File: config.mk
export PLATFORM = sky130hd
export DESIGN_NAME = sfpi_pin_interface
export DESIGN_NICKNAME = d
export VERILOG_FILES = /design/src/sfpi_pin_interface.v /design/src/sfpi_fifo.v
export VERILOG_INCLUDE_DIRS = /design/src
export SDC_FILE = /design/constraint.sdc
export NUM_CORES = 1
export LEC_CHECK = 0
export BUFFER_PORTS_ARGS = -buffer_cell sky130_fd_sc_hd__buf_2
export CORE_MARGIN = 4
export CORE_UTILIZATION = 61
export CTS_CLUSTER_DIAMETER = 100
export DETAILED_ROUTE_END_ITERATION = 8
export GPL_ROUTABILITY_DRIVEN = 1
export GPL_TIMING_DRIVEN = 0
export HOLD_SLACK_MARGIN = 0.08
export PLACE_DENSITY = 0.92
export SYNTH_ARGS = -nofsm -noshare
export SYNTH_HDL_FRONTEND = slang
export SYNTH_SLANG_ARGS = --single-unit
File: constraint.sdc
create_clock -name i_clock -period 7.32 [get_ports i_clock]
set_clock_uncertainty 0.15 [all_clocks]
set_input_delay 0.732 -clock i_clock [delete_from_list [all_inputs] [get_ports i_clock]]
set_output_delay 0.732 -clock i_clock [all_outputs]
set_load 0.1 [all_outputs]
File: src/sfpi_consts.vh
`ifndef SFPI_CONSTS_VH
`define SFPI_CONSTS_VH

// ----------------------------------------
// pin activity levels
// ----------------------------------------
`define SFPI_SEL_ACTIVE 1'b0
`define SFPI_PAUSE_ACTIVE 1'b0
`define SFPI_WP_ACTIVE 1'b0

// ----------------------------------------
// lane width codes for shifting
// ----------------------------------------
`define SFPI_WIDTH_SINGLE 2'h0
`define SFPI_WIDTH_DUAL 2'h1
`define SFPI_WIDTH_QUAD 2'h2

// ----------------------------------------
// array geometry
// ----------------------------------------
`define SFPI_ADDR_BITS 23
`define SFPI_PAGE_COUNT 32768
`define SFPI_PAGE_BYTES 256
`define SFPI_BYTE_BITS 4'h8
`define SFPI_BIT_CNT_BITS 4
`define SFPI_FRAME_CNT_BITS 9

// ----------------------------------------
// erase granularity codes and sizes (address bits)
// ----------------------------------------
`define SFPI_ERASE_4K 2'h0
`define SFPI_ERASE_32K 2'h1
`define SFPI_ERASE_64K 2'h2
`define SFPI_ERASE_CHIP 2'h3
`define SFPI_SHIFT_4K 12
`define SFPI_SHIFT_32K 15
`define SFPI_SHIFT_64K 16

// ----------------------------------------
// protect range encoding
// ----------------------------------------
`define SFPI_RANGE_NONE 3'h0
`define SFPI_RANGE_ALL 3'h7
`define SFPI_SMALL_MAX_SHIFT 5'h0F

// ----------------------------------------
// buffering and reset values
// ----------------------------------------
`define SFPI_FIFO_DEPTH 4
`define SFPI_RST_BYTE 8'h00
`define SFPI_RST_CNT 4'h0

`endif

File: src/sfpi_pin_interface.v
//
// Contract
// host uses clock mode 0 or 3
// deselected: all data outputs released
// deselected and idle core: standby power
// select low: enabled, active power
// host makes select fall before first instruction
// sample input bits on clock rise
// change output bits on clock fall
// single-bit input carried on io0 only
// dual/quad read turns io0 into output
// io0 ignored while deselected
// dual read drives io1 with io0
// io1 released whenever deselected
// write-protect low locks status writes
// protect pin plus range bits lock array
// quad enable disables protect, io2 data
// array is 32768 pages of 256 bytes
// page program takes 1 to 256 bytes
// erase in 4K, 32K, 64K, chip units
// pause ignores clock, io0; releases io1
// host pauses only selected, clock low
// pause leaves internal cycles running
// bytes shift most-significant bit first
`timescale 1ns/1ps
`default_nettype none
`include "sfpi_consts.vh"

module sfpi_pin_interface #(
    parameter FIFO_DEPTH = `SFPI_FIFO_DEPTH,
    parameter FIFO_AW = 2
) (
    input wire i_clock,
    input wire i_rst_n,
    // serial pins
    input wire i_select_n,
    input wire i_sck,
    input wire i_io0,
    output reg o_io0,
    output wire o_io0_oe,
    input wire i_io1,
    output reg o_io1,
    output wire o_io1_oe,
    input wire i_io2,
    output reg o_io2,
    output wire o_io2_oe,
    input wire i_io3,
    output reg o_io3,
    output wire o_io3_oe,
    // core command side
    input wire [1:0] i_in_width,
    input wire [1:0] i_out_width,
    input wire i_out_phase,
    input wire i_tx_valid,
    output wire o_tx_ready,
    input wire [7:0] i_tx_data,
    output wire o_rx_valid,
    input wire i_rx_ready,
    output wire [7:0] o_rx_data,
    output reg o_rx_overrun,
    output reg o_tx_underrun,
    // power and state
    input wire i_busy,
    output reg o_active,
    output reg o_standby,
    output reg o_armed,
    output reg o_paused,
    output reg o_frame_start,
    output reg o_frame_end,
    output reg [`SFPI_FRAME_CNT_BITS-1:0] o_frame_bytes,
    output reg o_page_full,
    // protection
    input wire i_quad_enable_bit,
    input wire i_status_protect_bit,
    input wire i_small_region_bit,
    input wire i_top_bottom_select,
    input wire [2:0] i_protect_range_bits,
    input wire [`SFPI_ADDR_BITS-1:0] i_probe_addr,
    input wire [1:0] i_erase_kind,
    output reg o_status_write_locked,
    output reg o_addr_in_range,
    output reg o_addr_hw_locked,
    output reg [`SFPI_ADDR_BITS-1:0] o_erase_base
);

    // ----------------------------------------
    // pin synchronisers and edge finders
    // ----------------------------------------
    reg [5:0] meta_reg;
    reg [5:0] sync_reg;
    reg sck_last_reg;
    reg sel_last_reg;
    wire sel_n_s;
    wire sck_s;
    wire [3:0] io_s;
    wire selected;
    wire sck_rise;
    wire sck_fall;
    wire sel_fall;
    wire sel_rise;

    // the first stage is read only by the second stage
    always @(posedge i_clock) begin
        if (!i_rst_n) begin
            meta_reg <= 6'h3F;
            sync_reg <= 6'h3F;
            sck_last_reg <= 1'b0;
            sel_last_reg <= 1'b1;
        end else begin
            meta_reg <= {i_select_n, i_sck, i_io3, i_io2, i_io1, i_io0};
            sync_reg <= meta_reg;
            sck_last_reg <= sck_s;
            sel_last_reg <= sel_n_s;
        end
    end

    assign sel_n_s = sync_reg[5];
    assign sck_s = sync_reg[4];
    assign io_s = sync_reg[3:0];
    assign selected = (sel_n_s == `SFPI_SEL_ACTIVE) && o_armed;
    assign sel_fall = sel_last_reg && !sel_n_s;
    assign sel_rise = !sel_last_reg && sel_n_s;

    // ----------------------------------------
    // pause and edge qualification
    // ----------------------------------------
    // io3 is only a pause pin while the quad lanes are off
    wire pause_now;
    assign pause_now = selected && !i_quad_enable_bit && (io_s[3] == `SFPI_PAUSE_ACTIVE);
    assign sck_rise = selected && !pause_now && sck_s && !sck_last_reg;
    assign sck_fall = selected && !pause_now && !sck_s && sck_last_reg;

    // ----------------------------------------
    // frame state and power
    // ----------------------------------------
    reg seen_rise_reg;

    always @(posedge i_clock) begin
        if (!i_rst_n) begin
            o_armed <= 1'b0;
            o_active <= 1'b0;
            o_standby <= 1'b1;
            o_paused <= 1'b0;
            o_frame_start <= 1'b0;
            o_frame_end <= 1'b0;
            seen_rise_reg <= 1'b0;
        end else begin
            if (sel_fall) begin
                o_armed <= 1'b1;
            end
            o_active <= selected || (sel_fall);
            o_standby <= sel_n_s && !i_busy;
            o_paused <= pause_now;
            o_frame_start <= sel_fall;
            o_frame_end <= sel_rise && o_armed;
            if (!selected) begin
                seen_rise_reg <= 1'b0;
            end else if (sck_rise) begin
                seen_rise_reg <= 1'b1;
            end
        end
    end

    // ----------------------------------------
    // receive shifter
    // ----------------------------------------
    reg [7:0] rx_sh_reg;
    reg [7:0] rx_sh_next;
    reg [`SFPI_BIT_CNT_BITS-1:0] rx_cnt_reg;
    reg [`SFPI_BIT_CNT_BITS-1:0] rx_cnt_next;
    reg rx_push_reg;
    reg [7:0] rx_byte_reg;
    wire fifo_in_ready;

    always @* begin
        rx_sh_next = rx_sh_reg;
        rx_cnt_next = rx_cnt_reg;
        case (i_in_width)
            `SFPI_WIDTH_DUAL: begin
                rx_sh_next = {rx_sh_reg[5:0], io_s[1:0]};
                rx_cnt_next = rx_cnt_reg + 4'h2;
            end
            `SFPI_WIDTH_QUAD: begin
                rx_sh_next = {rx_sh_reg[3:0], io_s[3:0]};
                rx_cnt_next = rx_cnt_reg + 4'h4;
            end
            default: begin
                rx_sh_next = {rx_sh_reg[6:0], io_s[0]};
                rx_cnt_next = rx_cnt_reg + 4'h1;
            end
        endcase
    end

    // a full buffer cannot stall the host clock, so the byte is dropped and flagged
    always @(posedge i_clock) begin
        if (!i_rst_n) begin
            rx_sh_reg <= `SFPI_RST_BYTE;
            rx_cnt_reg <= `SFPI_RST_CNT;
            rx_push_reg <= 1'b0;
            rx_byte_reg <= `SFPI_RST_BYTE;
            o_rx_overrun <= 1'b0;
            o_frame_bytes <= {`SFPI_FRAME_CNT_BITS{1'b0}};
            o_page_full <= 1'b0;
        end else begin
            rx_push_reg <= 1'b0;
            if (sel_fall) begin
                o_rx_overrun <= 1'b0;
                o_frame_bytes <= {`SFPI_FRAME_CNT_BITS{1'b0}};
                o_page_full <= 1'b0;
            end
            if (!selected) begin
                rx_cnt_reg <= `SFPI_RST_CNT;
            end else if (sck_rise && !i_out_phase) begin
                rx_sh_reg <= rx_sh_next;
                if (rx_cnt_next == `SFPI_BYTE_BITS) begin
                    rx_cnt_reg <= `SFPI_RST_CNT;
                    rx_byte_reg <= rx_sh_next;
                    if (fifo_in_ready) begin
                        rx_push_reg <= 1'b1;
                    end else begin
                        o_rx_overrun <= 1'b1;
                    end
                    if (o_frame_bytes != `SFPI_PAGE_BYTES) begin
                        o_frame_bytes <= o_frame_bytes + 1'b1;
                    end
                    if (o_frame_bytes == `SFPI_PAGE_BYTES - 1) begin
                        o_page_full <= 1'b1;
                    end
                end else begin
                    rx_cnt_reg <= rx_cnt_next;
                end
            end
        end
    end

    sfpi_fifo #(
        .WIDTH(8),
        .DEPTH(FIFO_DEPTH),
        .AW(FIFO_AW)
    ) u_rx_fifo (
        .i_clock(i_clock),
        .i_rst_n(i_rst_n),
        .i_in_valid(rx_push_reg),
        .o_in_ready(fifo_in_ready),
        .i_in_data(rx_byte_reg),
        .o_out_valid(o_rx_valid),
        .i_out_ready(i_rx_ready),
        .o_out_data(o_rx_data)
    );

    // ----------------------------------------
    // transmit shifter
    // ----------------------------------------
    reg [7:0] tx_sh_reg;
    reg [`SFPI_BIT_CNT_BITS-1:0] tx_left_reg;
    reg [2:0] step;
    wire tx_empty;
    wire tx_load;

    assign tx_empty = (tx_left_reg == `SFPI_RST_CNT);
    // load at once when idle, otherwise on the fall that drains the last bits
    assign tx_load = selected && i_out_phase && i_tx_valid && !pause_now &&
        (tx_empty || (sck_fall && seen_rise_reg && tx_left_reg == {1'b0, step}));
    assign o_tx_ready = tx_load;

    always @* begin
        case (i_out_width)
            `SFPI_WIDTH_DUAL: step = 3'h2;
            `SFPI_WIDTH_QUAD: step = 3'h4;
            default: step = 3'h1;
        endcase
    end

    always @(posedge i_clock) begin
        if (!i_rst_n) begin
            tx_sh_reg <= `SFPI_RST_BYTE;
            tx_left_reg <= `SFPI_RST_CNT;
            o_tx_underrun <= 1'b0;
        end else begin
            if (sel_fall) begin
                o_tx_underrun <= 1'b0;
            end
            if (!selected || !i_out_phase) begin
                tx_left_reg <= `SFPI_RST_CNT;
            end else if (tx_load) begin
                tx_sh_reg <= i_tx_data;
                tx_left_reg <= `SFPI_BYTE_BITS;
            end else if (sck_fall && seen_rise_reg && !tx_empty) begin
                tx_sh_reg <= tx_sh_reg << step;
                tx_left_reg <= tx_left_reg - {1'b0, step};
                if (tx_left_reg == {1'b0, step}) begin
                    o_tx_underrun <= 1'b1;
                end
            end
        end
    end

    // ----------------------------------------
    // pin drive
    // ----------------------------------------
    wire drive_ok;
    assign drive_ok = selected && !pause_now && i_out_phase;
    assign o_io1_oe = drive_ok;
    assign o_io0_oe = drive_ok && (i_out_width != `SFPI_WIDTH_SINGLE);
    assign o_io2_oe = drive_ok && (i_out_width == `SFPI_WIDTH_QUAD) && i_quad_enable_bit;
    assign o_io3_oe = drive_ok && (i_out_width == `SFPI_WIDTH_QUAD) && i_quad_enable_bit;

    always @(posedge i_clock) begin
        if (!i_rst_n) begin
            o_io0 <= 1'b0;
            o_io1 <= 1'b0;
            o_io2 <= 1'b0;
            o_io3 <= 1'b0;
        end else begin
            case (i_out_width)
                `SFPI_WIDTH_DUAL: begin
                    o_io1 <= tx_sh_reg[7];
                    o_io0 <= tx_sh_reg[6];
                    o_io2 <= 1'b0;
                    o_io3 <= 1'b0;
                end
                `SFPI_WIDTH_QUAD: begin
                    o_io3 <= tx_sh_reg[7];
                    o_io2 <= tx_sh_reg[6];
                    o_io1 <= tx_sh_reg[5];
                    o_io0 <= tx_sh_reg[4];
                end
                default: begin
                    o_io1 <= tx_sh_reg[7];
                    o_io0 <= 1'b0;
                    o_io2 <= 1'b0;
                    o_io3 <= 1'b0;
                end
            endcase
        end
    end

    // ----------------------------------------
    // write protection
    // ----------------------------------------
    // region span as an address shift; range code 7 covers the whole array unless the small region bit is set
    reg [4:0] span_shift;
    reg range_all;
    reg [`SFPI_ADDR_BITS:0] span;
    reg [`SFPI_ADDR_BITS:0] top_base;
    wire wp_low;

    assign wp_low = !i_quad_enable_bit && (io_s[2] == `SFPI_WP_ACTIVE);

    always @* begin
        range_all = (i_protect_range_bits == `SFPI_RANGE_ALL);
        if (i_small_region_bit) begin
            span_shift = 5'd11 + {2'b00, i_protect_range_bits};
            if (span_shift > `SFPI_SMALL_MAX_SHIFT) begin
                span_shift = `SFPI_SMALL_MAX_SHIFT;
            end
        end else begin
            span_shift = 5'd15 + {2'b00, i_protect_range_bits};
        end
        span = {{`SFPI_ADDR_BITS{1'b0}}, 1'b1} << span_shift;
        top_base = ({1'b1, {`SFPI_ADDR_BITS{1'b0}}}) - span;
    end

    always @(posedge i_clock) begin
        if (!i_rst_n) begin
            o_status_write_locked <= 1'b0;
            o_addr_in_range <= 1'b0;
            o_addr_hw_locked <= 1'b0;
        end else begin
            o_status_write_locked <= wp_low && i_status_protect_bit;
            if (i_protect_range_bits == `SFPI_RANGE_NONE) begin
                o_addr_in_range <= 1'b0;
            end else if (range_all && !i_small_region_bit) begin
                o_addr_in_range <= 1'b1;
            end else if (i_top_bottom_select) begin
                o_addr_in_range <= ({1'b0, i_probe_addr} < span);
            end else begin
                o_addr_in_range <= ({1'b0, i_probe_addr} >= top_base);
            end
            o_addr_hw_locked <= o_addr_in_range && wp_low && i_status_protect_bit;
        end
    end

    // ----------------------------------------
    // erase unit alignment
    // ----------------------------------------
    always @(posedge i_clock) begin
        if (!i_rst_n) begin
            o_erase_base <= {`SFPI_ADDR_BITS{1'b0}};
        end else begin
            case (i_erase_kind)
                `SFPI_ERASE_4K: o_erase_base <= (i_probe_addr >> `SFPI_SHIFT_4K) << `SFPI_SHIFT_4K;
                `SFPI_ERASE_32K: o_erase_base <= (i_probe_addr >> `SFPI_SHIFT_32K) << `SFPI_SHIFT_32K;
                `SFPI_ERASE_64K: o_erase_base <= (i_probe_addr >> `SFPI_SHIFT_64K) << `SFPI_SHIFT_64K;
                default: o_erase_base <= {`SFPI_ADDR_BITS{1'b0}};
            endcase
        end
    end

endmodule

`default_nettype wire

File: src/sfpi_fifo.v
`timescale 1ns/1ps
`default_nettype none

module sfpi_fifo #(
    parameter WIDTH = 8,
    parameter DEPTH = 4,
    parameter AW = 2
) (
    input wire i_clock,
    input wire i_rst_n,
    input wire i_in_valid,
    output wire o_in_ready,
    input wire [WIDTH-1:0] i_in_data,
    output wire o_out_valid,
    input wire i_out_ready,
    output wire [WIDTH-1:0] o_out_data
);

    // ----------------------------------------
    // flop storage, index pointers
    // ----------------------------------------
    reg [WIDTH-1:0] mem_reg [0:DEPTH-1];
    reg [AW-1:0] wr_reg;
    reg [AW-1:0] rd_reg;
    reg [AW:0] cnt_reg;
    wire push;
    wire pop;

    assign o_in_ready = (cnt_reg != DEPTH[AW:0]);
    assign o_out_valid = (cnt_reg != {(AW+1){1'b0}});
    assign o_out_data = mem_reg[rd_reg];
    assign push = i_in_valid && o_in_ready;
    assign pop = o_out_valid && i_out_ready;

    always @(posedge i_clock) begin
        if (push) begin
            mem_reg[wr_reg] <= i_in_data;
        end
    end

    always @(posedge i_clock) begin
        if (!i_rst_n) begin
            wr_reg <= {AW{1'b0}};
            rd_reg <= {AW{1'b0}};
            cnt_reg <= {(AW+1){1'b0}};
        end else begin
            if (push) begin
                wr_reg <= (wr_reg == DEPTH[AW-1:0] - 1'b1) ? {AW{1'b0}} : wr_reg + 1'b1;
            end
            if (pop) begin
                rd_reg <= (rd_reg == DEPTH[AW-1:0] - 1'b1) ? {AW{1'b0}} : rd_reg + 1'b1;
            end
            if (push && !pop) begin
                cnt_reg <= cnt_reg + 1'b1;
            end else if (pop && !push) begin
                cnt_reg <= cnt_reg - 1'b1;
            end
        end
    end

endmodule

`default_nettype wire

==> flow_summary.json, run 1 <==
{
  "outcome": "completed",
  "synth-xor-area-share_pct": 1.239,
  "crit_path_frequent_cell": "ha_1",
  "clockBufferDepth": 2,
  "fin_tns_setup_ns": 0,
  "power_mw": 2.113,
  "cts_root_buf": "clkbuf_16",
  "antenna_left": 0,
  "nets": 1007,
  "largest_reg_flops": 32,
  "worst_slew_pin_slew_ns": 0.7502,
  "drt_wl_total_mm": 17.32,
  "grt_start_max_net_pins": 17,
  "start_kind": "input port",
  "muxShareOfSynthArea_pct": 5.929,
  "crit_family": "compound AO/OA/AOI/OAI gates",
  "io_buffers": 105,
  "slew_headroom_pct": 49.80,
  "place.gp.congestion": 0.9186,
  "combPwrFrac_pct": 24.9,
  "wl_per_cell_um": 16.75,
  "design_area_um2": 8423,
  "numCtsBuffers": 17,
  "syn2layout_area_growth_pct": 19.15,
  "min_period_ns": 4.622,
  "die_h_um": 115.7,
  "ios": 118,
  "antenna_cells": 0,
  "htreeDepth": 4,
  "worstPathRequired_ns": 7.46,
  "p_leak_nw": 3.521,
  "clock-sinks": 124,
  "path_clk_slew_ns": 0.06,
  "utilization_pct": 74.08,
  "synth-simple-area-share_pct": 20.42,
  "setup_viol": 0,
  "crit_type": "in2reg",
  "fmax_mhz": 216.3,
  "cts.repair.resized": 0,
  "finalHoldViolations": 0,
  "hp-class": "reg2reg",
  "first_global_vias": 5827,
  "cts_setup_buffers": 0,
  "insertion_delay_ns": 0.42,
  "ys_ff_latch": 124,
  "synth_warnings": 0,
  "fin_crit_sh_pct": 63.15,
  "num_rows": 39,
  "path_max_fanout": 9,
  "worst_slack_ns": 2.698,
  "ir_worst_vdd_v": 0.0003240,
  "synth_area_um2": 7069,
  "antenna_found_initial": 1,
  "critPathCaptureType": "flip-flop",
  "drive_gt1_share_pct": 22.78,
  "max_stage_delay_ns": 0.49,
  "place_area_um2": 7815,
  "critPathSlowestCell": "o32ai_2",
  "pwr-share-seq_pct": 34.9,
  "vias": 6056,
  "syn_inst": 743,
  "drt-initial-drc-count": 500,
  "post-place-cells": 1002,
  "final_cells": 1034,
  "synthArstFlopShare_pct": 0,
  "synthAdderAreaFrac_pct": 13.13,
  "p_int_mw": 1.398,
  "synth_edf_count": 32,
  "switching_share_pct": 33.85,
  "holdWs_ns": 0.2487,
  "dieArea_um2": 13370,
  "synth_compound_area_share_pct": 14.44,
  "slew_violations": 0,
  "vias_per_cell": 5.857,
  "p_per_area_nw_per_um2": 250.9,
  "dp.final_hpwl_mm": 12.88,
  "drcViolationCount": 0,
  "dp_slack_ns": 2.378,
  "core-area_um2": 11370,
  "synth_top_family_by_area": "simple AND/OR/NAND/NOR gates",
  "final_common_cell": "buf_2",
  "track_usage_pct": 26.16,
  "p_sw_uw": 715.1,
  "ys_seq_area_share_pct": 39.65,
  "synth_cell_types": 78,
  "crit_chain": "buf_2 > inv_2 > ha_1 > ha_1 > inv_2 > o32ai_2 > inv_2 > nor2_2 > nand2_1 > ha_1 > inv_1 > a211o_1 > buf_6 > or2_4 > o221ai_1 > ha_1 > a21oi_1 > nand2_1 > a221oi_1 > a2111oi_0 > a221o_1",
  "firstDrtPassIters": 6,
  "layout_common_cells": "buf_2 (113), dfxtp_1 (92), nand2_1 (73)",
  "rsz0062_at_grt": "no",
  "maxCapViolCount": 0,
  "postCtsHoldBufs": 0,
  "ys.flop_type": "dfxtp_1",
  "cp.arrival_ns": 4.77,
  "synth_area_per_cell_um2": 9.515,
  "fp.dieW_um": 115.7,
  "grt_pass1_wl_mm": 27.59,
  "grt-ovfl-total": 0,
  "start_util_pct": 62.18,
  "clkPwrFrac_pct": 40.2,
  "path_buf_inv": 6,
  "cts_tree": "yes"
}
power groups by stage:
stage / Sequential (mW) / Clock [mW] / Combinational (mW)
after CTS: 0.738 / 0.855 / 0.524
after floorplan: 0.781 / 0 / 0.394
final: 0.738 / 0.849 / 0.526
after global routing: 0.740 / 0.889 / 0.560
after detailed placement: 0.753 / 0 / 0.522
after global placement: 0.752 / 0 / 0.507
layout make-up:
cell class	count	area, µm²
clock inverters	14	157.7
inverters	33	123.9
fillers	794	2947
repair buffers	105	525.5
clock buffers	18	450.4
plain buffers	42	239.0
flip-flops and latches	124	2803
well taps	143	178.9
multi-input cells	555	3945
Yosys cell counts (all sizes together), types with 6 or more instances:
master / n / share of area (%)
a211oi: 10 / 1.1
a21oi: 55 / 3.9
a22oi: 9 / 0.96
and2: 19 / 1.7
buf: 29 / 2.7
clkbuf: 13 / 0.69
dfxtp: 92 / 26
edfxtp: 32 / 14
ha: 71 / 13
inv: 33 / 1.8
mux2i: 19 / 2.7
mux4: 8 / 2.5
nand2: 73 / 3.9
nand2b: 22 / 2.1
nand3: 10 / 0.71
nand3b: 7 / 0.74
nand4: 8 / 0.71
nor2: 66 / 3.8
nor2b: 10 / 0.99
nor3: 22 / 1.9
nor4: 11 / 1.5
o21ai: 36 / 2.6
o221ai: 7 / 0.96
or3: 7 / 0.69
xor2: 6 / 0.74
cells by family after synthesis:
| kind of cell | count (synthesis) |
|---|---|
| simple gates | 271 |
| compound gates | 158 |
| flops | 124 |
| buf+inv | 75 |
| fa+ha+maj | 73 |
| mux | 31 |
| xor+xnor | 10 |
| other cells | 1 |
metal layers:
metal | wire length, µm | part of all wire, % | track usage [%] | vias to the layer above
met5 | 18 | 0.10 | 0 | -
met4 | 616 | 3.6 | 11.29 | 2
met1 | 6744 | 39 | 30.72 | 2793
met3 | 1295 | 7.5 | 7.102 | 56
li1 | - | - | - | 2931
met2 | 8646 | 50 | 45.10 | 274
worst paths after layout:
path / from / endpoint / slack [ns] / depth (start not counted)
setup / recovery: i_protect_range_bits[0] / o_addr_in_range$_SDFF_PP0_ / 2.70 / 21
hold / removal: meta_reg[0]$_SDFF_PN1_ / sync_reg[0]$_SDFF_PN1_ / 0.25 / 1
setup reg to reg: u_rx_fifo.cnt_reg[0]$_SDFFE_PN0P_ / u_rx_fifo.cnt_reg[2]$_SDFFE_PN0P_ / 4.71 / 9
hold reg to reg: meta_reg[0]$_SDFF_PN1_ / sync_reg[0]$_SDFF_PN1_ / 0.25 / 1
Power figures use the tool's default switching activity.
==> inputs of run 2 (changes only) <==
--- a/config.mk
+++ b/config.mk
@@ -8,13 +8,13 @@
 export LEC_CHECK = 0
 export BUFFER_PORTS_ARGS = -buffer_cell sky130_fd_sc_hd__buf_2
 export CORE_MARGIN = 4
-export CORE_UTILIZATION = 61
+export CORE_UTILIZATION = 57
 export CTS_CLUSTER_DIAMETER = 100
 export DETAILED_ROUTE_END_ITERATION = 8
 export GPL_ROUTABILITY_DRIVEN = 1
 export GPL_TIMING_DRIVEN = 0
 export HOLD_SLACK_MARGIN = 0.08
-export PLACE_DENSITY = 0.92
+export PLACE_DENSITY = 0.88
 export SYNTH_ARGS = -nofsm -noshare
 export SYNTH_HDL_FRONTEND = slang
 export SYNTH_SLANG_ARGS = --single-unit
==> constraint.sdc (replaced) <==
create_clock -name i_clock -period 4.4 [get_ports i_clock]
set_clock_uncertainty 0.15 [all_clocks]
set_input_delay 0.44 -clock i_clock [delete_from_list [all_inputs] [get_ports i_clock]]
set_output_delay 0.44 -clock i_clock [all_outputs]
set_load 0.1 [all_outputs]
==> run 2 against run 1 <==
Effect of this change: cell area rose by 1.2%; die area is 6.5% higher; clock-buffer cell count unchanged; final cell count is 3.2% higher; worst hold slack worse by 0.15 ns; sequential cell count unchanged; critical endpoint unchanged; largest cell class unchanged; highest routed layer is now met4.
==> flow_summary.json, run 2 (synthesis gave the netlist of run 1 again) <==
{
  "outcome": "completed",
  "drcViolationCount": 0,
  "antenna_found_initial": 0,
  "htreeDepth": 4,
  "start_util_pct": 58.61,
  "dp.final_hpwl_mm": 12.57,
  "drt_wl_total_mm": 16.66,
  "clkPwrFrac_pct": 38.7,
  "dieArea_um2": 14250,
  "firstDrtPassIters": 7,
  "reg2reg_depth": 9,
  "slew_violations": 0,
  "ios": 118,
  "critPathSlowestCell": "nor2_1",
  "slew_headroom_pct": 40.75,
  "fin_tns_setup_ns": 0,
  "drt-initial-drc-count": 371,
  "clockBufferDepth": 2,
  "final_cells": 1067,
  "grt_pass1_wl_mm": 27.50,
  "grt_start_max_net_pins": 17,
  "p_leak_nw": 3.558,
  "final_common_cell": "buf_2",
  "critPathCaptureType": "flip-flop",
  "fp.dieW_um": 119.4,
  "post-place-cells": 1027,
  "drive_gt1_share_pct": 22.58,
  "nets": 1015,
  "crit_type": "in2reg",
  "rsz0062_at_grt": "no",
  "largest_reg_flops": 32,
  "fin_crit_sh_pct": 94.23,
  "setup_viol": 0,
  "crit_path_frequent_cell": "ha_1",
  "maxCapViolCount": 0,
  "switching_share_pct": 33.45,
  "crit-reg2reg-launch": "u_rx_fifo.cnt_reg[0]$_SDFFE_PN0P_",
  "ir_worst_vdd_v": 0.0002890,
  "fillers": 872,
  "path_clk_slew_ns": 0.06,
  "combPwrFrac_pct": 25.6,
  "wl_per_cell_um": 15.61,
  "worst_hold_path.num_cells": 2,
  "die_h_um": 119.4,
  "worstPathRequired_ns": 4.53,
  "vias_per_cell": 5.626,
  "num_rows": 40,
  "vias": 6003,
  "r2r-end": "u_rx_fifo.cnt_reg[2]$_SDFFE_PN0P_",
  "antenna_cells": 0,
  "numCtsBuffers": 17,
  "path_max_fanout": 9,
  "ff2ff_setup_slack_ns": 1.90,
  "worstHoldEndpoint": "meta_reg[0]$_SDFF_PN1_",
  "clock-sinks": 124,
  "holdWs_ns": 0.1033,
  "min_from": "i_io0",
  "worst_slew_pin_slew_ns": 0.8814,
  "grt-ovfl-total": 0,
  "p_int_mw": 2.290,
  "cts_tree": "yes",
  "p_sw_mw": 1.151,
  "p_per_area_nw_per_um2": 403.5,
  "first_global_vias": 5818,
  "antenna_left": 0,
  "layout_common_cells": "buf_2 (113), dfxtp_1 (92), nand2_1 (73)",
  "cp.arrival_ns": 4.28,
  "syn2layout_area_growth_pct": 20.64,
  "place.gp.congestion": 0.9320,
  "crit_chain": "buf_2 > inv_2 > ha_1 > inv_1 > ha_1 > nand2_1 > nand2_1 > nor2_1 > nand2_1 > ha_1 > inv_1 > a211o_1 > buf_6 > or2_4 > o221ai_1 > ha_1 > and4_1 > a221oi_1 > a2111oi_1 > a221o_1",
  "pwr-share-seq_pct": 35.7,
  "start_kind": "input port",
  "core-area_um2": 12060,
  "hp-class": "in2reg",
  "max_stage_delay_ns": 0.47,
  "insertion_delay_ns": 0.41,
  "io_buffers": 105,
  "finalHoldViolations": 0,
  "cts_root_buf": "clkbuf_16",
  "fmax_mhz": 241.2,
  "track_usage_pct": 23.54,
  "min_period_ns": 4.146
}
[run 2: layer usage]
metal  track usage [%]  vias up  wire, µm
li1                  -     2951         -
met1             27.97     2784      6801
met2             41.22      223      8397
met3             4.748       45      1015
met4             10.16        0       442
met5                 0        -         0
[run 2: layout make-up]
class / count / area, µm² / share of cell area [%]
multi-input cells: 555 / 3974 / 46.60
flip-flops and latches: 124 / 2803 / 32.86
repair buffers: 113 / 603.1 / 7.072
clock buffers: 18 / 429.2 / 5.032
plain buffers: 42 / 239.0 / 2.802
well taps: 168 / 210.2 / 2.465
clock inverters: 14 / 146.4 / 1.717
inverters: 33 / 123.9 / 1.452
[run 2: metrics by stage]
| stage | util (%) | power [mW] | setup slack (ns) | area [µm²] |
|---|---|---|---|---|
| 4_1_cts | 70.40 | 3.450 | 0.1615 | 8492 |
| 3_3_place_gp | 65.05 | 2.098 | -0.1940 | 7846 |
| 6_report | 70.71 | 3.441 | 0.2538 | 8528 |
| 5_1_grt | 70.71 | 3.580 | 0.01281 | 8528 |
| 2_1_floorplan | - | 1.958 | 0.3528 | 7111 |
| 3_5_place_dp | 65.05 | 2.117 | -0.2556 | 7846 |
[run 2: worst max path at each step]
stage	from	endpoint	slack, ns	cells past startpoint
finish	i_protect_range_bits[0]	o_addr_in_range$_SDFF_PP0_	0.25	20
global route	i_protect_range_bits[0]	o_addr_in_range$_SDFF_PP0_	0.01	20
CTS	i_protect_range_bits[0]	o_addr_in_range$_SDFF_PP0_	0.16	20
floorplan	o_armed$_SDFFE_PN0P_	o_tx_ready	0.35	5
detailed placement	i_protect_range_bits[0]	o_addr_in_range$_SDFF_PP0_	-0.26	21
global placement	i_protect_range_bits[0]	o_addr_in_range$_SDFF_PP0_	-0.19	20
[run 2: worst max-delay path, delay by kind of cell]
family / cells / cell delay [ns]
AOI/OAI and AO/OA: 5 / 1.01
and+or+nand+nor: 6 / 1.27
adders and majority gates: 4 / 0.98
buffers and inverters: 5 / 0.58
[run 2: power by group through the flow]
stage | combinational (mW) | sequential [mW] | clock [mW]
floorplan | 0.659 | 1.30 | 0
global placement | 0.849 | 1.25 | 0
detailed placement | 0.865 | 1.25 | 0
CTS | 0.874 | 1.23 | 1.35
global route | 0.945 | 1.23 | 1.40
finish | 0.882 | 1.23 | 1.33
[run 2: repair_timing]
action / in CTS / in global routing
hold endpoints to repair: 7 / 0
endpoints found under the setup margin: 0 / 1
buffers inserted: 0 / 1
resized for setup: 0 / 6
hold buffers: 7 / 0
